[config.mk]
export PLATFORM = sky130hd
export DESIGN_NAME = mcg_clock_gate
export DESIGN_NICKNAME = d
export VERILOG_FILES = /design/src/common/mcg_pkg.sv /design/src/rtl/mcg_clock_gate.sv /design/src/rtl/mcg_sync.sv
export SDC_FILE = /design/constraint.sdc
export NUM_CORES = 1
export LEC_CHECK = 0
export ABC_CLOCK_PERIOD_IN_PS = 2770
export BUFFER_PORTS_ARGS = -buffer_cell sky130_fd_sc_hd__clkbuf_2
export CAP_MARGIN = 20
export CORE_ASPECT_RATIO = 0.75
export CORE_MARGIN = 1
export CORE_UTILIZATION = 30
export CTS_BUF_LIST = sky130_fd_sc_hd__clkbuf_2
export DETAILED_ROUTE_END_ITERATION = 16
export GPL_TIMING_DRIVEN = 0
export SYNTH_ARGS = -nofsm -noshare
export SYNTH_HDL_FRONTEND = slang
export SYNTH_SLANG_ARGS = --single-unit
[constraint.sdc]
create_clock -name aclk -period 2.77 [get_ports aclk]
set_clock_uncertainty 0.1 [all_clocks]
set_input_delay 0.4155 -clock aclk [delete_from_list [all_inputs] [get_ports aclk]]
set_output_delay 0.4155 -clock aclk [all_outputs]
set_load 0.005 [all_outputs]
[src/common/mcg_pkg.sv]
package mcg_pkg;

    // Bus geometry.
    localparam int          DATA_W              = 32;
    localparam int          ADDR_W              = 16;

    // Register indices; the byte address on the bus is four times the index.
    localparam logic [15:0] IDLE_CFG_IDX        = 16'h0001;
    localparam logic [15:0] PCG_CTRL_IDX        = 16'h1c02;
    localparam logic [15:0] WAKE_CFG_IDX        = 16'h0010;
    localparam logic [15:0] IDLE_CMD_IDX        = 16'h0011;

    // Field positions.
    localparam int          GATE_BIT            = 15;
    localparam int          PERIPH_W            = 15;
    localparam int          RTC_ALARM_EN_BIT    = 0;
    localparam int          RTC_PERIODIC_EN_BIT = 1;
    localparam int          IDLE_GO_BIT         = 0;
    localparam int          PIN_STATUS_LSB      = 8;
    localparam int          WAKE_ACTIVE_BIT     = 13;

    // Reset values: master clock running, every peripheral clock disabled.
    localparam logic [15:0] PCG_CTRL_RESET      = 16'h7fff;
    localparam logic [15:0] IDLE_CFG_RESET      = 16'h0000;
    localparam logic [15:0] WAKE_CFG_RESET      = 16'h0000;
    localparam logic [15:0] DOMAIN_IDLE_RESET   = 16'h0000;

    // AXI responses.
    localparam logic [1:0]  RESP_OKAY           = 2'b00;
    localparam logic [1:0]  RESP_SLVERR         = 2'b10;

    typedef enum logic [0:0] {
        MCG_WR_IDLE = 1'b0,
        MCG_WR_RESP = 1'b1
    } mcg_wr_state_t;

    typedef enum logic [0:0] {
        MCG_RD_IDLE = 1'b0,
        MCG_RD_DATA = 1'b1
    } mcg_rd_state_t;

    // Wake sources as they arrive at the block boundary.
    typedef struct packed {
        logic irq_zero_n;
        logic ext_irq_one_pin;
        logic wake_request_pin;
        logic rtc_alarm;
        logic rtc_periodic;
    } mcg_wake_src_t;

endpackage : mcg_pkg

[src/rtl/mcg_clock_gate.sv]
// Summary of operation
// RQ1: Writing one to gate bit 15 of the clock gating register stops the master clock.
// RQ2: Hardware reset clears the gate bit and restarts the master clock.
// RQ3: An enabled real-time-clock alarm or periodic event clears the gate bit.
// RQ4: A low level on either interrupt pin clears the gate bit.
// RQ5: A high level on the wake pin clears the gate bit.
// RQ6: Asserted pin levels force the gate bit to zero, enabling the master clock.
// RQ7: Setting the gate bit while any wake source is asserted has no effect.
// RQ8: The outside system holds the wake pin low for clock stopping to work.
// RQ9: After reset every peripheral clock stays off until software enables it.
// RQ10: Software writes the idle configuration then issues idle to idle the configured domains.
// RQ11: Reading the gate bit returns its current state, including forced clears.
module mcg_clock_gate (
    input  wire logic                            aclk,
    input  wire logic                            aresetn,
    input  wire logic                            ce,
    input  wire logic [mcg_pkg::ADDR_W-1:0]      s_axi_awaddr,
    input  wire logic                            s_axi_awvalid,
    output logic                                 s_axi_awready,
    input  wire logic [mcg_pkg::DATA_W-1:0]      s_axi_wdata,
    input  wire logic [3:0]                      s_axi_wstrb,
    input  wire logic                            s_axi_wvalid,
    output logic                                 s_axi_wready,
    output logic [1:0]                           s_axi_bresp,
    output logic                                 s_axi_bvalid,
    input  wire logic                            s_axi_bready,
    input  wire logic [mcg_pkg::ADDR_W-1:0]      s_axi_araddr,
    input  wire logic                            s_axi_arvalid,
    output logic                                 s_axi_arready,
    output logic [mcg_pkg::DATA_W-1:0]           s_axi_rdata,
    output logic [1:0]                           s_axi_rresp,
    output logic                                 s_axi_rvalid,
    input  wire logic                            s_axi_rready,
    input  wire mcg_pkg::mcg_wake_src_t          wake_src,
    output logic                                 master_clk_en,
    output logic [mcg_pkg::PERIPH_W-1:0]         periph_clk_en,
    output logic [15:0]                          domain_idle
);

    // Byte address of a register index.
    function automatic logic [15:0] reg_addr(input logic [15:0] idx);
        reg_addr = {idx[13:0], 2'b00};
    endfunction : reg_addr

    // True when an address selects a mapped register.
    function automatic logic addr_hit(input logic [15:0] addr);
        addr_hit = (addr == reg_addr(mcg_pkg::IDLE_CFG_IDX)) || (addr == reg_addr(mcg_pkg::PCG_CTRL_IDX)) ||
                   (addr == reg_addr(mcg_pkg::WAKE_CFG_IDX)) || (addr == reg_addr(mcg_pkg::IDLE_CMD_IDX));
    endfunction : addr_hit

    // Merges the low two byte lanes of a write into a 16-bit register.
    function automatic logic [15:0] merge16(input logic [15:0] old, input logic [31:0] data,
                                            input logic [3:0] strb);
        merge16 = {strb[1] ? data[15:8] : old[15:8], strb[0] ? data[7:0] : old[7:0]};
    endfunction : merge16

    mcg_pkg::mcg_wake_src_t wake_sync;
    logic                   wake_any;

    // Every wake source crosses into the clock domain through two flops.
    mcg_sync #(
        .W         (5),
        .RESET_VAL (5'h18)
    ) u_wake_sync (
        .aclk     (aclk),
        .aresetn  (aresetn),
        .ce       (ce),
        .async_in (wake_src),
        .sync_out (wake_sync)
    );

    logic [15:0] pcg_reg;
    logic [15:0] pcg_next;
    logic [15:0] idle_cfg_reg;
    logic [15:0] idle_cfg_next;
    logic [15:0] wake_cfg_reg;
    logic [15:0] wake_cfg_next;
    logic [15:0] domain_idle_reg;
    logic [15:0] domain_idle_next;
    logic        master_clk_en_reg;
    logic        master_clk_en_next;
    logic [14:0] periph_clk_en_reg;
    logic [14:0] periph_clk_en_next;

    mcg_pkg::mcg_wr_state_t wr_state_reg;
    mcg_pkg::mcg_wr_state_t wr_state_next;
    logic        aw_held_reg;
    logic        aw_held_next;
    logic        w_held_reg;
    logic        w_held_next;
    logic [15:0] awaddr_reg;
    logic [15:0] awaddr_next;
    logic [31:0] wdata_reg;
    logic [31:0] wdata_next;
    logic [3:0]  wstrb_reg;
    logic [3:0]  wstrb_next;
    logic        awready_reg;
    logic        awready_next;
    logic        wready_reg;
    logic        wready_next;
    logic        bvalid_reg;
    logic        bvalid_next;
    logic [1:0]  bresp_reg;
    logic [1:0]  bresp_next;
    logic        do_write;
    logic [15:0] wr_addr;
    logic [31:0] wr_data;
    logic [3:0]  wr_strb;

    mcg_pkg::mcg_rd_state_t rd_state_reg;
    mcg_pkg::mcg_rd_state_t rd_state_next;
    logic        arready_reg;
    logic        arready_next;
    logic        rvalid_reg;
    logic        rvalid_next;
    logic [31:0] rdata_reg;
    logic [31:0] rdata_next;
    logic [1:0]  rresp_reg;
    logic [1:0]  rresp_next;

    // Any asserted wake source: interrupt pins low, wake pin high, enabled RTC events.
    assign wake_any = !wake_sync.irq_zero_n || !wake_sync.ext_irq_one_pin      // see RQ4
                   || wake_sync.wake_request_pin                              // see RQ5
                   || (wake_sync.rtc_alarm && wake_cfg_reg[mcg_pkg::RTC_ALARM_EN_BIT])        // see RQ3
                   || (wake_sync.rtc_periodic && wake_cfg_reg[mcg_pkg::RTC_PERIODIC_EN_BIT]);

    // Write channel: address and data are taken in either order, then one response.
    always_comb begin
        wr_state_next = wr_state_reg;
        aw_held_next  = aw_held_reg;
        w_held_next   = w_held_reg;
        awaddr_next   = awaddr_reg;
        wdata_next    = wdata_reg;
        wstrb_next    = wstrb_reg;
        awready_next  = awready_reg;
        wready_next   = wready_reg;
        bvalid_next   = bvalid_reg;
        bresp_next    = bresp_reg;
        do_write      = 1'b0;
        wr_addr       = aw_held_reg ? awaddr_reg : s_axi_awaddr;
        wr_data       = w_held_reg ? wdata_reg : s_axi_wdata;
        wr_strb       = w_held_reg ? wstrb_reg : s_axi_wstrb;
        case (wr_state_reg)
            mcg_pkg::MCG_WR_IDLE: begin
                if (s_axi_awvalid && awready_reg) begin
                    aw_held_next = 1'b1;
                    awaddr_next  = s_axi_awaddr;
                end
                if (s_axi_wvalid && wready_reg) begin
                    w_held_next = 1'b1;
                    wdata_next  = s_axi_wdata;
                    wstrb_next  = s_axi_wstrb;
                end
                if (aw_held_next && w_held_next) begin
                    do_write      = 1'b1;
                    aw_held_next  = 1'b0;
                    w_held_next   = 1'b0;
                    awready_next  = 1'b0;
                    wready_next   = 1'b0;
                    bvalid_next   = 1'b1;
                    bresp_next    = addr_hit(wr_addr) ? mcg_pkg::RESP_OKAY : mcg_pkg::RESP_SLVERR;
                    wr_state_next = mcg_pkg::MCG_WR_RESP;
                end else begin
                    awready_next = !aw_held_next;
                    wready_next  = !w_held_next;
                end
            end
            mcg_pkg::MCG_WR_RESP: begin
                if (s_axi_bready) begin
                    bvalid_next   = 1'b0;
                    awready_next  = 1'b1;
                    wready_next   = 1'b1;
                    wr_state_next = mcg_pkg::MCG_WR_IDLE;
                end
            end
            default: begin
                wr_state_next = mcg_pkg::MCG_WR_IDLE;
            end
        endcase
    end

    // Register file and the clock gate: a wake source overrides a software set.
    always_comb begin
        pcg_next         = pcg_reg;
        idle_cfg_next    = idle_cfg_reg;
        wake_cfg_next    = wake_cfg_reg;
        domain_idle_next = domain_idle_reg;
        if (do_write) begin
            if (wr_addr == reg_addr(mcg_pkg::PCG_CTRL_IDX)) begin
                pcg_next = merge16(pcg_reg, wr_data, wr_strb);                // see RQ1
            end else if (wr_addr == reg_addr(mcg_pkg::IDLE_CFG_IDX)) begin
                idle_cfg_next = merge16(idle_cfg_reg, wr_data, wr_strb);
            end else if (wr_addr == reg_addr(mcg_pkg::WAKE_CFG_IDX)) begin
                wake_cfg_next = merge16(wake_cfg_reg, wr_data, wr_strb);
            end else if (wr_addr == reg_addr(mcg_pkg::IDLE_CMD_IDX)) begin
                if (wr_strb[0] && wr_data[mcg_pkg::IDLE_GO_BIT]) begin
                    domain_idle_next = idle_cfg_reg;                          // see RQ10
                end
            end
        end
        if (wake_any) begin
            pcg_next[mcg_pkg::GATE_BIT] = 1'b0;                               // see RQ6, see RQ7
        end
        master_clk_en_next = !pcg_next[mcg_pkg::GATE_BIT];
        periph_clk_en_next = ~pcg_next[mcg_pkg::PERIPH_W-1:0];
    end

    // Read channel: one read at a time, data registered one cycle after the address.
    always_comb begin
        rd_state_next = rd_state_reg;
        arready_next  = arready_reg;
        rvalid_next   = rvalid_reg;
        rdata_next    = rdata_reg;
        rresp_next    = rresp_reg;
        case (rd_state_reg)
            mcg_pkg::MCG_RD_IDLE: begin
                arready_next = 1'b1;
                if (s_axi_arvalid && arready_reg) begin
                    arready_next  = 1'b0;
                    rvalid_next   = 1'b1;
                    rresp_next    = mcg_pkg::RESP_OKAY;
                    rdata_next    = '0;
                    rd_state_next = mcg_pkg::MCG_RD_DATA;
                    if (s_axi_araddr == reg_addr(mcg_pkg::PCG_CTRL_IDX)) begin
                        rdata_next[15:0] = pcg_reg;                            // see RQ11
                    end else if (s_axi_araddr == reg_addr(mcg_pkg::IDLE_CFG_IDX)) begin
                        rdata_next[15:0] = idle_cfg_reg;
                    end else if (s_axi_araddr == reg_addr(mcg_pkg::WAKE_CFG_IDX)) begin
                        rdata_next[15:0] = wake_cfg_reg & 16'h0003;
                        rdata_next[mcg_pkg::PIN_STATUS_LSB +: 5] = wake_sync;
                        rdata_next[mcg_pkg::WAKE_ACTIVE_BIT] = wake_any;
                    end else if (s_axi_araddr == reg_addr(mcg_pkg::IDLE_CMD_IDX)) begin
                        rdata_next[15:0] = domain_idle_reg;
                    end else begin
                        rresp_next = mcg_pkg::RESP_SLVERR;
                    end
                end
            end
            mcg_pkg::MCG_RD_DATA: begin
                if (s_axi_rready) begin
                    rvalid_next   = 1'b0;
                    arready_next  = 1'b1;
                    rd_state_next = mcg_pkg::MCG_RD_IDLE;
                end
            end
            default: begin
                rd_state_next = mcg_pkg::MCG_RD_IDLE;
            end
        endcase
    end

    // State registers; reset wins over the clock enable and restarts the clock.
    always_ff @(posedge aclk) begin
        if (!aresetn) begin
            pcg_reg           <= mcg_pkg::PCG_CTRL_RESET;                     // see RQ2, see RQ9
            idle_cfg_reg      <= mcg_pkg::IDLE_CFG_RESET;
            wake_cfg_reg      <= mcg_pkg::WAKE_CFG_RESET;
            domain_idle_reg   <= mcg_pkg::DOMAIN_IDLE_RESET;
            master_clk_en_reg <= 1'b1;
            periph_clk_en_reg <= '0;
            wr_state_reg      <= mcg_pkg::MCG_WR_IDLE;
            aw_held_reg       <= 1'b0;
            w_held_reg        <= 1'b0;
            awaddr_reg        <= '0;
            wdata_reg         <= '0;
            wstrb_reg         <= '0;
            awready_reg       <= 1'b0;
            wready_reg        <= 1'b0;
            bvalid_reg        <= 1'b0;
            bresp_reg         <= mcg_pkg::RESP_OKAY;
            rd_state_reg      <= mcg_pkg::MCG_RD_IDLE;
            arready_reg       <= 1'b0;
            rvalid_reg        <= 1'b0;
            rdata_reg         <= '0;
            rresp_reg         <= mcg_pkg::RESP_OKAY;
        end else if (ce) begin
            pcg_reg           <= pcg_next;
            idle_cfg_reg      <= idle_cfg_next;
            wake_cfg_reg      <= wake_cfg_next;
            domain_idle_reg   <= domain_idle_next;
            master_clk_en_reg <= master_clk_en_next;
            periph_clk_en_reg <= periph_clk_en_next;
            wr_state_reg      <= wr_state_next;
            aw_held_reg       <= aw_held_next;
            w_held_reg        <= w_held_next;
            awaddr_reg        <= awaddr_next;
            wdata_reg         <= wdata_next;
            wstrb_reg         <= wstrb_next;
            awready_reg       <= awready_next;
            wready_reg        <= wready_next;
            bvalid_reg        <= bvalid_next;
            bresp_reg         <= bresp_next;
            rd_state_reg      <= rd_state_next;
            arready_reg       <= arready_next;
            rvalid_reg        <= rvalid_next;
            rdata_reg         <= rdata_next;
            rresp_reg         <= rresp_next;
        end
    end

    // Outputs come straight from flops.
    assign s_axi_awready = awready_reg;
    assign s_axi_wready  = wready_reg;
    assign s_axi_bvalid  = bvalid_reg;
    assign s_axi_bresp   = bresp_reg;
    assign s_axi_arready = arready_reg;
    assign s_axi_rvalid  = rvalid_reg;
    assign s_axi_rdata   = rdata_reg;
    assign s_axi_rresp   = rresp_reg;
    assign master_clk_en = master_clk_en_reg;
    assign periph_clk_en = periph_clk_en_reg;
    assign domain_idle   = domain_idle_reg;

    // A software set with no wake source stops the master clock on the next edge.
    gate_set_a: assert property (@(posedge aclk) disable iff (!aresetn) // see RQ1
        ce && do_write && wr_addr == reg_addr(mcg_pkg::PCG_CTRL_IDX) && wr_strb[1] && wr_data[15] && !wake_any
        |=> pcg_reg[15] && !master_clk_en_reg)
        else $error("Gate write did not stop the master clock.");

    // Reset always leaves the master clock running.
    reset_restart_a: assert property (@(posedge aclk) // see RQ2
        !aresetn |=> master_clk_en_reg && !pcg_reg[15])
        else $error("Reset did not restart the master clock.");

    // An enabled RTC alarm clears the gate bit.
    rtc_wake_a: assert property (@(posedge aclk) disable iff (!aresetn) // see RQ3
        ce && wake_sync.rtc_alarm && wake_cfg_reg[0] |=> !pcg_reg[15] && master_clk_en_reg)
        else $error("Enabled RTC alarm did not restart the clock.");

    // A low interrupt level keeps the clock running.
    irq_level_a: assert property (@(posedge aclk) disable iff (!aresetn) // see RQ4
        ce && (!wake_sync.irq_zero_n || !wake_sync.ext_irq_one_pin) |=> master_clk_en_reg)
        else $error("Interrupt level did not restart the clock.");

    // A high wake level keeps the gate bit clear.
    wake_level_a: assert property (@(posedge aclk) disable iff (!aresetn) // see RQ5
        ce && wake_sync.wake_request_pin |=> !pcg_reg[15])
        else $error("Wake level did not clear the gate bit.");

    // Three enabled cycles of a raw wake level reach the clock enable one edge later.
    pin_to_clock_a: assert property (@(posedge aclk) disable iff (!aresetn) // see RQ6
        (ce && wake_src.wake_request_pin)[*3] |-> ##1 master_clk_en_reg)
        else $error("Raw wake pin did not enable the clock in time.");

    // A set attempt while a wake source is asserted is lost.
    set_ignored_a: assert property (@(posedge aclk) disable iff (!aresetn) // see RQ7
        ce && do_write && wr_addr == reg_addr(mcg_pkg::PCG_CTRL_IDX) && wake_any |=> !pcg_reg[15])
        else $error("Gate set succeeded while a wake source was asserted.");

    // Peripheral clocks are off right after reset release.
    periph_off_a: assert property (@(posedge aclk) // see RQ9
        $rose(aresetn) |-> periph_clk_en_reg == 15'h0000 && domain_idle_reg == 16'h0000)
        else $error("Peripheral clocks not off after reset.");

    // A read of the gating register returns the value held at the address phase.
    read_gate_a: assert property (@(posedge aclk) disable iff (!aresetn) // see RQ11
        ce && s_axi_arvalid && arready_reg && s_axi_araddr == reg_addr(mcg_pkg::PCG_CTRL_IDX)
        |=> s_axi_rvalid && s_axi_rdata[15:0] == $past(pcg_reg))
        else $error("Gate register read returned a stale value.");

endmodule : mcg_clock_gate

[src/rtl/mcg_sync.sv]
// Two-stage synchroniser; only the second stage is visible outside.
module mcg_sync #(
    parameter int              W         = 5,
    parameter logic [W-1:0]    RESET_VAL = '0
) (
    input  wire logic          aclk,
    input  wire logic          aresetn,
    input  wire logic          ce,
    input  wire logic [W-1:0]  async_in,
    output logic      [W-1:0]  sync_out
);

    logic [W-1:0] stage1_reg;
    logic [W-1:0] stage1_next;
    logic [W-1:0] stage2_reg;
    logic [W-1:0] stage2_next;

    // The first stage feeds the second stage and nothing else.
    always_comb begin
        stage1_next = async_in;
        stage2_next = stage1_reg;
    end

    // Both stages freeze while the clock enable is low.
    always_ff @(posedge aclk) begin
        if (!aresetn) begin
            stage1_reg <= RESET_VAL;
            stage2_reg <= RESET_VAL;
        end else if (ce) begin
            stage1_reg <= stage1_next;
            stage2_reg <= stage2_next;
        end
    end

    assign sync_out = stage2_reg;

endmodule : mcg_sync

After elaboration in Yosys (flattened, before gate mapping)
Index checks and enable logic that the tools add are counted.

Flip-flop bits (word level): 139. Output and inout port bits: 73. Input bits: 81.

Bitwise gates (word level): 6. Muxes and demuxes: 44. Eq/ne operators: 12. Reduce and logical (&&, ||, !) cells: 32.

Operator list (count): two-way mux 16 bit (8); == test 16 x 7 -> 1 bit, second input constant (4); == test 16 x 15 -> 1 bit, second input constant (2); == test 16 x 3 -> 1 bit, second input constant (2); two-way mux 1 bit (21); AND reduction 3 bit (6); two-way mux 8 bit (2); NOT 15 bit (1); one-hot mux 1 bit (2 select lines) (7); two-way mux 2 bit (6); AND reduction 5 bit (2); != test 2 bit, second input constant (4); logical AND 1 bit (7); logical OR 1 bit (7); AND reduction 7 bit (1); AND reduction 2 bit (3); AND reduction 6 bit (1); logical NOT 1 bit (5); NOT 1 bit (5).

Depth between registers and ports, before layout
Gate-level depths: netlist of the first run.

Depth after elaboration: 9. Gate-level depth with buffers: 8. Depth with buffers taken out: 5.

By module
From an unflattened synthesis of the first run, not the netlist that was laid out.

Cell total of the unflattened synthesis: 729. Area, all modules: 6254.7 sq um.

By module, submodules not included: mcg_clock_gate (times used 1, area an instance 5886.9 sq um, seq. area each 2542.4 sq um, cells each 697); mcg_sync (times used 1, area an instance 367.9 sq um, seq. area each 200.2 sq um, cells each 32).

Least setup slack after synthesis of the first run
No wires, ideal clock.

Kind: input -> register. Start: input port s_axi_araddr[4] (netlist bit). End: register rdata_reg[13], in the netlist s_axi_rdata[13]. Stages: 6. Arrival time: 2.186 ns. Setup time: 0.122 ns. Path buffers: 1. Required time: 2.548 ns. Path slack: 0.361 ns. Path through: or4_4 -> or4_4 -> or3_1 -> clkbuf_1 -> o221ai_1 -> a21oi_2.

Word-level cells in the longest chain between the ends: 5. Elaborated cells on any way between the ends: 8. Those cells by class: eq/ne (4); mux (4).

Ends and longest elaborated chain: from (decl) (RTL line mcg_clock_gate.sv:27) `input wire logic [mcg_pkg::ADDR_W-1:0] s_axi_araddr,`; == test 16 x 7 -> 1 bit (RTL line mcg_clock_gate.sv:232) `end else if (s_axi_araddr == reg_addr(mcg_pkg::IDLE_CMD_IDX)) begin`; two-way mux 16 bit (RTL line mcg_clock_gate.sv:232); two-way mux 16 bit (RTL line mcg_clock_gate.sv:228) `end else if (s_axi_araddr == reg_addr(mcg_pkg::WAKE_CFG_IDX)) begin`; two-way mux 16 bit (RTL line mcg_clock_gate.sv:226) `end else if (s_axi_araddr == reg_addr(mcg_pkg::IDLE_CFG_IDX)) begin`; two-way mux 16 bit (*) (RTL line mcg_clock_gate.sv:224) `if (s_axi_araddr == reg_addr(mcg_pkg::PCG_CTRL_IDX)) begin`; to (signal assigned) (RTL line mcg_clock_gate.sv:296) `rdata_reg <= rdata_next;`; to (decl) (RTL line mcg_clock_gate.sv:116) `logic [31:0] rdata_reg;`.

Every way passes the cells marked *; elsewhere a longest branch is shown, timed or not. A chain may end at the register's enable or synchronous reset.

Worst setup path after layout of the first run
Start: register aw_held_reg. End: register periph_clk_en_reg[3], in the netlist periph_clk_en[3].

Word-level cells in the longest chain between the ends: 7. Elaborated cells on any way between the ends: 10. Those cells by class: eq/ne (1); mux (7); bitwise (1); reduce/logical (1).

Ends and longest elaborated chain: from (decl) (RTL line mcg_clock_gate.sv:87) `logic aw_held_reg;`; from (signal assigned) (RTL line mcg_clock_gate.sv:284) `aw_held_reg <= aw_held_next;`; two-way mux 1 bit (RTL line mcg_clock_gate.sv:145) `if (s_axi_awvalid && awready_reg) begin`; two-way mux 1 bit (RTL line mcg_clock_gate.sv:143) `case (wr_state_reg)`; logical AND 1 bit (RTL line mcg_clock_gate.sv:154) `if (aw_held_next && w_held_next) begin`; two-way mux 1 bit (RTL line mcg_clock_gate.sv:154); two-way mux 1 bit (RTL line mcg_clock_gate.sv:143); two-way mux 16 bit (*) (RTL line mcg_clock_gate.sv:188) `if (do_write) begin`; NOT 15 bit (*) (RTL line mcg_clock_gate.sv:205) `periph_clk_en_next = ~pcg_next[mcg_pkg::PERIPH_W-1:0];`; to (signal assigned) (RTL line mcg_clock_gate.sv:282) `periph_clk_en_reg <= periph_clk_en_next;`; to (decl) (RTL line mcg_clock_gate.sv:82) `logic [14:0] periph_clk_en_reg;`.

Every way passes the cells marked *; elsewhere a longest branch is shown, timed or not. The select of a mux whose other input is x is not followed.

==> impl.org, run 1 <==
** Yosys
- Count of flip-flops with a built-in enable after synthesis :: 0
- Summed over its instances, the top area cell type makes up 44.6% of the synthesized netlist area.
- Post-synth top area cell :: sky130_fd_sc_hd__dfxtp_1
- Among all flip-flop cells after synthesis, the most frequent one is sky130_fd_sc_hd__dfxtp_1.
- By count the netlist is led by sky130_fd_sc_hd__dfxtp_1 (137), sky130_fd_sc_hd__nand2_1 (129), sky130_fd_sc_hd__mux2i_1 (45).
- Synth Area per Inst :: 8.95 um2
- After synthesis, flip-flops and latches occupy between 40% and 50% of the total area.
- sky130_fd_sc_hd__dfxtp_1 is the most common cell in the netlist.
- In the post-synthesis netlist, the biggest area contributors are sky130_fd_sc_hd__dfxtp_1 (45%), sky130_fd_sc_hd__nand2_1 (7.9%), sky130_fd_sc_hd__mux2i_1 (7.3%).
- Counting flops with an async set or reset pin after synthesis yields a share of 0%.
- Synth Instances :: 687
- Synthesis inferred roughly 140 register bits.
- After synthesis, the netlist uses 57 different library cells.
- Yosys warns :: 0
- Post-synthesis instance area :: 0.00615 mm2

** Detailed routing
- Once detail routing completed, the nets flagged for antenna violations numbered 0.
- Pre-Repair DR Iteration Count :: 5
- In the routed layout, each cell is associated on average with a via count of 5.15.
- Remaining DRCs :: 0
- Drt first-iter violations :: just over 500
- WL/cell :: roughly 17 um
- Via count of the routed design :: 5889
- Aggregate routed wire length :: about 20000 um

** Critical path
- STA classifies the critical path startpoint as a register.
- At the worst endpoint, the arrival time is roughly 3 ns.
- STA classifies the critical path endpoint as a register.
- Critical path start-end classification :: reg2reg
- Along the worst path, the maximum fanout reaches 10.
- STA puts the critical path data required time at around 3.2 ns.

** Global routing
- Maximum number of pins on one net before global-route repair :: 17
- Across every metal layer, demand over resource in global routing totals a little under a fifth.
- After global routing the overflow that remains totals 0.
- The first global-routing pass estimated 30300 um of wire.
- The initial antenna violation count was 0.
- Via count of the first global-routing pass :: between 5000 and 6000

** Clocking
- TritonCTS built the clock tree.
- CTS H-Tree Depth :: 4
- Clock insertion delay at the later pin of the skew report :: approximately 0.70 ns
- After clock tree synthesis, the clock-pin slew on the worst setup and hold paths is 0.23 ns.
- Buffers inserted during clock tree synthesis total 17.
- Clock sink count :: around 140
- The cell sitting at the root of the clock tree is a sky130_fd_sc_hd__clkbuf_2.
- Post-CTS setup buffers :: 0
- Max Root-Sink Buffers :: 2

** Timing
- At the pin with the least slew margin, the transition time is around 0.92 ns.
- Setup total negative slack :: 0 ns
- Setup violations remaining at the end of the flow were counted as 0.
- The hold violation count in the final report is 0.
- The worst path in the final design needs a cycle of about 2.6 ns, including I/O delays and setup.
- The final critical path takes up between 90% and 100% of the cycle.
- In this run the tightest slew margin relative to its limit is roughly 37%.
- Highest Clock Rate :: ~0.38 GHz
- Pins Over Slew Limit :: 0

** Pwr
- Overall power consumption after layout is estimated at 3710 uW.
- Fraction of power consumed by combinational cells :: 11.7%
- Worst supply voltage drop on vdd :: 0.231 mV
- Clock power share :: ~33%
- In this run the power density over the cells is approximately 480 mW/mm2.
- Net switching is 29.1% of the power.
- Total net switching power :: between 1000 and 1500 uW
- The internal power of the cells totals roughly 2600 uW.
- Power share of the sequential group :: 55.4%
- Summed over all cells, the static leakage comes to between 0.003 and 0.004 uW.

** Placement
- RePlAce Congestion :: about 0.84
- Area of placed instances :: between 0.007 and 0.008 mm2
- The count of buffers added on input and output ports is 115.
- Sum of net half-perimeters after detailed placement :: ~15000 um

** Floorplanning
- Measured along the x axis, the die boundary spans about 170 um.
- Total Die Area :: 0.0211 mm2
- Initial core utilization :: a little under a third
- The floorplan has 44 rows.
- Die boundary height :: 126 um
- 154 I/O pins were placed.
- After floorplanning, the core was sized to cover between 0.015 and 0.02 mm2.

** Cells and area
- Of the cells placed in the final design, the portion with a size suffix greater than 1 is approximately a quarter.
- The area growth from synthesis to layout is 26.4%.
- After routing the design area is roughly 0.008 mm2.
- Cells fill about two fifths of the core in the end.
- Antenna Cells :: 0
- In the final design database the tool counted 960 nets.

** Min path
- Path category of the worst min-delay check :: in2reg

** Outcome
- Status :: finished clean

** Flow run
- Max-cap violations in this run came to 0.
area by class of cell:
type                       count  area, um2
buffer                        64        348
clock buffer                  17       85.1
clock inverter                14        150
fill                        2054      11900
inverter                       3       11.3
multi-input combinational    500       3140
sequential                   137       2740
tap                          253        317
timing repair buffer         156        986
critical path, cell delays in order (launching register included):
cell                       delay, ns
sky130_fd_sc_hd__dfxtp_1        0.36
sky130_fd_sc_hd__buf_4          0.16
sky130_fd_sc_hd__buf_4          0.18
sky130_fd_sc_hd__mux2i_1        0.78
sky130_fd_sc_hd__nor3_4         0.14
sky130_fd_sc_hd__a21boi_1       0.57
sky130_fd_sc_hd__a221oi_1       0.17
cell families after synthesis:
family | count (synthesis) | synth area share (%)
AOI/OAI and AO/OA | 165 | 18.9
buffers and inverters | 67 | 5.82
DFF | 137 | 44.6
muxes | 63 | 10.6
other | 1 | 0.0610
and+or+nand+nor | 254 | 20.0
path summary, 6_finish.rpt:
check             startpoint               end  slack, ns  cells past startpoint
max              aw_held_reg  periph_clk_en[3]       0.15                      6
min          s_axi_araddr[5]   s_axi_rdata[13]       0.12                      4
max reg2reg      aw_held_reg  periph_clk_en[3]       0.15                      6
min reg2reg     wstrb_reg[1]      wstrb_reg[1]       0.37                      2
through the flow:
| step | hold slack [ns] | instances | setup WS [ns] |
|---|---|---|---|
| after CTS | 0.0854 | 1144 | 0.0581 |
| final | 0.120 | 1144 | 0.152 |
| after floorplan | 0.327 | 704 | 0.361 |
| after detailed placement | 0.346 | 1072 | -0.205 |
| after global placement | 0.338 | 1072 | -0.145 |
| after global routing | 0.0730 | 1144 | -0.00686 |
power groups by stage:
stage	clock [uW]	combinational, uW	sequential (uW)
after global placement	0	376	2090
after global routing	1340	473	2060
final	1220	433	2050
after floorplan	0	222	2080
after CTS	1240	428	2050
after detailed placement	0	380	2090
placed cells by master, fill, tap and decap left out, types with 11 or more instances in the layout:
master,netlist,layout
sky130_fd_sc_hd__a21oi_1,43,42
sky130_fd_sc_hd__nor2_1,31,31
sky130_fd_sc_hd__clkbuf_2,0,133
sky130_fd_sc_hd__buf_4,22,22
sky130_fd_sc_hd__a21o_1,11,11
sky130_fd_sc_hd__mux2i_1,45,45
sky130_fd_sc_hd__conb_1,1,18
sky130_fd_sc_hd__o2bb2ai_1,12,12
sky130_fd_sc_hd__clkbuf_1,33,33
sky130_fd_sc_hd__o21ai_0,35,35
sky130_fd_sc_hd__nand2_1,129,129
sky130_fd_sc_hd__dlygate4sd3_1,0,41
sky130_fd_sc_hd__a221oi_1,21,21
sky130_fd_sc_hd__dfxtp_1,137,137
sky130_fd_sc_hd__mux2_2,18,18
sky130_fd_sc_hd__nand3_1,36,36
routing by layer:
layer,part of all wire [%],GRT usage [%],vias up
li1,-,-,2860
met3,7.1,4.24,14
met4,0.70,3.24,0
met2,42,27.0,216
met5,0,0,-
met1,51,28.1,2799
what timing repair did:
action / in CTS / in global routing
setup endpoints to repair: 6 / 46
hold buffers: 41 / 0
resized for setup: 1 / 5
endpoints found under the hold margin: 48 / 0
Power figures use the tool's default switching activity.
==> run 2: changes to the inputs <==
Settings changed: ABC_AREA set to 1, GPL_ROUTABILITY_DRIVEN set to 0.
==> impl.org, run 2 <==
** Timing
- Unrepaired setup endpoints after global routing :: no
- Setup violations remaining at the end of the flow were counted as 0.
- The number of slew-limit violations in the final report was 0.
- In the final timing run, aggregate negative setup slack is 0 ns.
- Of the available clock period, the critical path in the final layout requires 84.0%.
- Tmin final :: between 2 and 2.5 ns
- The hold violation count in the final report is 0.
- Measured against its own limit, the worst slew margin works out to 47.2%.
- Slew @ Worst Pin :: about 0.79 ns
- Highest Clock Rate :: ~0.43 GHz

** Placement
- Sum of net half-perimeters after detailed placement :: 16900 um
- Count of input and output buffers :: between 100 and 150

** Outcome
- The run finished with clean final reports.

** Detailed routing
- Pre-Repair DR Iteration Count :: 5
- Drt first-iter violations :: roughly 550
- The detail route stage leaves a number of antenna-violating nets equal to 0.
- The final layout contains routed wiring with a total length of around 22000 um.
- Via count of the routed design :: approximately 7200
- WL/cell :: 13.5 um
- Mean number of vias per cell :: about 4.5
- Remaining DRCs :: 0

** Cells and area
- Fraction of final layout cells with drive strength greater than 1 :: 17.0%
- The number of antenna diodes in the final layout is 0.
- # nets final :: about 1400
- The library cell used most frequently in the layout, excluding fill and tap cells, is sky130_fd_sc_hd__nand2_1.
- Leaving out fill and tap cells, the most frequent cells in the layout are sky130_fd_sc_hd__nand2_1 (357), sky130_fd_sc_hd__nor2_1 (163), sky130_fd_sc_hd__dfxtp_1 (137).
- The area growth from synthesis to layout is 25.2%.
- Measured on the finished design, the core utilization comes to 39.0%.

** Pwr
- Internal :: 2740 uW
- In this run, the clock network consumes 34.2% of the power.
- Switching part of the total power :: between 20 and 30%
- In this run the static leakage power is between 0.004 and 0.005 uW.
- Combinational cells account for roughly 13% of the total power.
- Of the total power, registers draw roughly 53%.
- Summed over all nets, the switching power comes to about 1100 uW.
- Power density over the cells :: between 400 and 500 mW/mm2
- IR analysis of the VDD net gives a maximum drop of ~0.21 mV.

** Floorplanning
- Total Die Area :: between 0.02 and 0.025 mm2
- The die is 178 um wide.
- The core region is around 0.022 mm2.
- Number of standard-cell rows in the floorplan :: between 40 and 50
- Ports :: 154
- The initial utilization of the core area, before any placement, comes to a little over 30%.
- Die boundary height :: approximately 130 um

** Critical path
- STA puts the critical path data arrival time at between 2 and 3 ns.
- For the worst setup path, the data required time is 3.33 ns.
- Worst Setup End Kind :: register
- Kind of start point of the critical path :: register
- Critical path peak fanout :: 10
- Critical path start-end classification :: reg2reg

** Global routing
- The number of global-route vias before repair was roughly 6500.
- The initial antenna violation count was 0.
- The first global-routing pass estimated 34000 um of wire.
- Total grt overflow :: 0
- Entering global routing, the biggest net connects 17 pins.
- GRT Resource Usage Total :: a little under a fifth

** Min path
- In this run the worst hold path is classified as in2reg.

** Yosys
- Post-synthesis mux area share :: 0%
- Dividing the synthesized area by the synthesized cell count gives 6.39 um2.
- Cell types occupying the most area after synthesis :: sky130_fd_sc_hd__dfxtp_1 (39%), sky130_fd_sc_hd__nand2_1 (19%), sky130_fd_sc_hd__nor2_1 (8.8%)
- Unique cell type count in the Yosys netlist :: 32
- Of the synthesized area, sequential elements account for 39.2%.
- Of the total synthesized cell area, the portion taken by full adders, half adders and majority gates is 0%.
- By area, the combinational part of the netlist is dominated by simple AND/OR/NAND/NOR gates.
- Of the total synthesized cell area, the portion taken by XOR and XNOR cells is 0%.
- Share of async-settable or async-resettable flops after synthesis :: 0%
- The synthesized design contains 0 enable-type register cells.
- Simple-gate share of the synthesized area :: 40.8%
- Share of Yosys cell area claimed by the top area cell type :: 39.2%
- Post-synth top area cell :: sky130_fd_sc_hd__dfxtp_1
- The Yosys step of the flow raised 0 warnings.
- In the post-synthesis netlist, the cell with the most instances is sky130_fd_sc_hd__nand2_1.
- In this run the cell area of the synthesized design comes to 0.00699 mm2.
- Share of the synthesized area in compound gates (AO/OA/AOI/OAI) :: roughly 8.8%
- By count the netlist is led by sky130_fd_sc_hd__nand2_1 (357), sky130_fd_sc_hd__nor2_1 (163), sky130_fd_sc_hd__dfxtp_1 (137).
- The synthesized design contains 137 register bits.
- The most used flip-flop cell after synthesis is sky130_fd_sc_hd__dfxtp_1.
- Synth Instances :: 1094

** Clocking
- In this run, CTS created clock tree buffers numbering 17.
- TritonCTS clock tree :: yes
- CTS H-Tree Depth :: 4
- Once the clock tree was built, the resizer swapped 0 gates to a different size.
- Once the clock tree was built, the setup fixing pass inserted 0 buffers.
- Clock sink count :: 137
- The clock passes through at most 2 buffers.
- Clock-pin slew was measured on the worst setup and hold paths at approximately 0.2 ns.
- Cell at the root of the clock tree :: sky130_fd_sc_hd__clkbuf_2
- At the later pin of the worst-skew pair, clock insertion delay measures approximately 0.76 ns.

** Flow run
- Max Cap Violations :: 0
[run 2: per-stage QoR]
step	total power [uW]	setup slack, ns	instances	hold slack (ns)	instance area (um2)
after floorplan	2370	0.957	1111	0.329	7050
after global placement	2530	0.385	1521	0.343	8000
after detailed placement	2540	0.378	1521	0.352	8000
after CTS	3920	0.457	1602	0.0438	8750
after global routing	4070	0.180	1602	0.110	8750
final	3890	0.444	1602	0.110	8750
[run 2: logic make-up (layout without fill, tap and decap cells)]
family / Yosys count / count (layout)
flip-flops: 137 / 137
buffers and inverters: 169 / 366
AO/OA/AOI/OAI: 120 / 120
AND/OR/NAND/NOR: 667 / 667
other: 1 / 18
[run 2: routing by layer]
layer,track usage (%),wire length (um)
met2,26.8,8890
met1,27.4,11000
met4,5.08,253
met5,0,0
met3,3.94,1510
[run 2: critical path, stage by stage (launching register included)]
cell                       delay [ns]
sky130_fd_sc_hd__dfxtp_1         0.36
sky130_fd_sc_hd__inv_1           0.25
sky130_fd_sc_hd__nand2_1         0.09
sky130_fd_sc_hd__nand2_1         0.13
sky130_fd_sc_hd__clkinv_1        0.30
sky130_fd_sc_hd__nor2_1          0.26
sky130_fd_sc_hd__nand3_1         0.24
sky130_fd_sc_hd__clkbuf_1        0.31
sky130_fd_sc_hd__nor2_1          0.15
sky130_fd_sc_hd__nor2_1          0.05
[run 2: cell type report]
class	count	area (um2)
clock buffers	18	90.1
well taps	294	368
repair buffers	165	1070
fillers	2451	13700
clock inverters	14	171
inverters	96	369
plain buffers	73	408
multi-input cells	805	3530
flip-flops and latches	137	2740
[run 2: final timing paths]
check	startpoint	slack (ns)	end	cells past startpoint
worst max-delay path	w_held_reg	0.44	domain_idle[6]	9
worst min-delay path	s_axi_araddr[3]	0.11	s_axi_rresp[1]	6
worst max register to register	w_held_reg	0.44	domain_idle[6]	9
worst min register to register	s_axi_rdata[11]	0.38	s_axi_rdata[11]	2
[run 2: repair_timing]
action,in CTS,in global routing
hold buffers,49,0
endpoints found under the hold margin,59,0
setup endpoints to repair,0,0
[run 2: power groups by stage]
stage / Sequential (uW) / Combinational [uW] / Clock, uW
final: 2060 / 500 / 1330
after global routing: 2070 / 562 / 1440
after CTS: 2060 / 497 / 1360
after detailed placement: 2100 / 439 / 0
after global placement: 2100 / 435 / 0
after floorplan: 2090 / 282 / 0
==> run 3: changes to the inputs <==
Settings changed: ABC_CLOCK_PERIOD_IN_PS 2770 to 2000.
Clock period 2.77 ns to 2 ns, I/O delays scaled along.
==> impl.org, run 3 (synthesis results as in run 2) <==
** Timing
- Pins Over Slew Limit :: 0
- Tmin final :: 2.03 ns
- At the pin with the least slew margin, the transition time is between 0.7 and 0.8 ns.
- In the finished design, the share of the clock period the worst path needs comes to 102%.
- WHS :: 0.0604 ns
- Derived from the worst setup path, the maximum achievable clock frequency is 0.493 GHz.
- In this run the tightest slew margin relative to its limit is a little under half.
- Setup-violating endpoint count in the final report :: 17
- Final hold violations :: 0
- Setup repair after global routing could not meet its margin everywhere.
- Minimum setup slack in the final design :: -0.0303 ns

** Detailed routing
- Wire length on met2 :: just under 10000 um
- After detailed routing, no signal wire sits above met4.
- Met3 WL post-DR :: 1650 um
- Via count of the routed design :: 7600
- Residual antenna-violating net count after detailed routing :: 0
- Mean number of vias per cell :: between 4 and 5
- Wires add up to ~23000 um.
- In the final routed layout, each cell accounts on average for 14.1 um.
- Drt first-iter violations :: between 500 and 600
- After detailed routing, the wire length on met1 is ~11000 um.
- After detailed routing, the number of remaining DRC violations is 0.
- The first TritonRoute pass finished after 7 iterations.

** Floorplanning
- The core region is about 0.022 mm2.
- In this run the vertical extent of the chip is 134 um.
- Ports :: approximately 150
- Once the floorplan was initialized, standard cells occupied 31.1% of the core.
- The floorplan step defined a die boundary enclosing 0.0239 mm2.
- Width of the die :: ~180 um
- Number of standard-cell rows in the floorplan :: 47

** Pwr
- The worst-case IR drop observed on VDD is approximately 0.3 mV.
- Leakage :: 0.00471 uW
- Power density over the cells :: approximately 570 mW/mm2

** Placement
- Worst setup slack before clock tree synthesis :: -0.293 ns
- Summed over all nets, the half-perimeter wirelength after detailed placement is between 15000 and 20000 um.
- During placement, the flow inserted port buffers numbering around 120.

** Cells and area
- Most frequent cells in the layout :: sky130_fd_sc_hd__nand2_1 (305), sky130_fd_sc_hd__nor2_1 (153), sky130_fd_sc_hd__clkbuf_2 (137)
- Number of filler instances in the final layout :: between 2000 and 2500
- The repair_antennas step left the layout with diodes totalling 0.
- After the last flow step, the layout net total stands at 1411.
- Cells with a size suffix above 1 make up a little over a quarter of the layout.
- Leaving out fill and tap cells, the most frequent cell in the layout is sky130_fd_sc_hd__nand2_1.
- Relative to the synthesized area, the layout overhead comes to 39.0%.

** Clocking
- Clock insertion delay at the later pin of the skew report :: ~0.77 ns
- Clock slew at reported path FFs :: 0.21 ns
- CTS H-Tree Depth :: 4
- Clock sink count :: approximately 140
- TritonCTS built the clock tree.
- Number of buffers created by CTS :: 17
- The longest clock path from root to sink contains 2 buffers.
- The tree is rooted in a sky130_fd_sc_hd__clkbuf_2.

** Critical path
- Data required time at the worst endpoint :: 2.55 ns
- STA puts the critical path data arrival time at about 2.6 ns.
- Worst Setup End Kind :: register
- Kind of start point of the critical path :: register
- In this run the worst path has a maximum fanout of 7.
- Critical path start-end classification :: reg2reg

** Outcome
- The run finished, with violations left.
- Failing checks :: setup timing

** Global routing
- The first global-routing pass estimated ~35000 um of wire.
- The number of global-route vias before repair came to ~6700.
- Initial antenna violation count :: 0
- Total grt overflow :: 0
- Entering global routing, the biggest net connects 17 pins.
- GRT Resource Usage Total :: 18.8%

** Min path
- Path category of the worst min-delay check :: in2reg

** Flow run
- Max Cap Violations :: 0
run 3: cell types whose count changed in the layout (fill, tap and decap cells not counted), moves of 10 or more:
cell and change:
sky130_fd_sc_hd__nand2_1 -52, sky130_fd_sc_hd__nand3_2 +11, sky130_fd_sc_hd__nand3_1 -14, sky130_fd_sc_hd__nand2_2 +30
sky130_fd_sc_hd__buf_4 +15, sky130_fd_sc_hd__nand2_4 +21, sky130_fd_sc_hd__dlygate4sd3_1 +10, sky130_fd_sc_hd__nor2_1 -10
run 3: metal layers:
metal / vias up / global-route usage (%)
li1: 3882 / -
met1: 3427 / 27.5
met2: 263 / 27.4
met3: 28 / 4.31
met4: 0 / 5.41
met5: - / 0
run 3: layout make-up:
cell class	instances	area [um2]	area share, %
Inverter	96	382	3.93
Clock inverter	14	171	1.76
Clock buffer	18	90.1	0.927
Tap cell	294	368	3.79
Multi-Input combinational cell	806	4000	41.2
Sequential cell	137	2740	28.2
Buffer	72	482	4.96
Timing Repair Buffer	200	1480	15.2
run 3: final timing paths:
check | startpoint | endpoint | slack (ns) | depth (start not counted)
worst max-delay path | aw_held_reg | register | -0.03 | 13
worst min-delay path | s_axi_araddr[0] | s_axi_rresp[1] | 0.06 | 6
worst max register to register | aw_held_reg | register | -0.03 | 13
worst min register to register | s_axi_rdata[14] | s_axi_rdata[14] | 0.38 | 2
run 3: power by group:
| group | total, uW | internal (uW) | switching, uW |
|---|---|---|---|
| registers | 2860 | 2810 | 50.0 |
| logic | 803 | 335 | 468 |
| clock network | 1850 | 712 | 1140 |
run 3: timing repair:
| action | in CTS | in global routing |
|---|---|---|
| gates cloned | 0 | 6 |
| hold buffers | 60 | 0 |
| hold endpoints to repair | 83 | 0 |
| setup endpoints to repair | 66 | 84 |
| resized for setup | 26 | 152 |
| pin swaps | 4 | 43 |
| buffers inserted | 4 | 16 |
run 3: metrics by stage:
step,TNS (ns),utilization (%),std cells,power (uW),area (um2)
floorplan,0,-,1111,3280,7050
global placement,-12.87,35.6,1521,3510,8000
detailed placement,-14.08,35.6,1521,3510,8000
CTS,-0.379,40.0,1617,5450,8990
global route,-5.66,43.3,1637,5750,9720
finish,-0.197,43.3,1637,5510,9720
run 3: worst max-delay path, stage by stage (launching register included):
cell and delay (ns):
sky130_fd_sc_hd__dfxtp_2 0.37, sky130_fd_sc_hd__buf_8 0.14, sky130_fd_sc_hd__clkinv_8 0.07, sky130_fd_sc_hd__clkbuf_16 0.15, sky130_fd_sc_hd__nand3_2 0.10, sky130_fd_sc_hd__nand2_4 0.11, sky130_fd_sc_hd__inv_2 0.06, sky130_fd_sc_hd__nor2_4 0.23
sky130_fd_sc_hd__nand2_4 0.13, sky130_fd_sc_hd__clkbuf_16 0.19, sky130_fd_sc_hd__nand2_2 0.06, sky130_fd_sc_hd__nand2_2 0.08, sky130_fd_sc_hd__nand2_1 0.06, sky130_fd_sc_hd__nand3_1 0.06
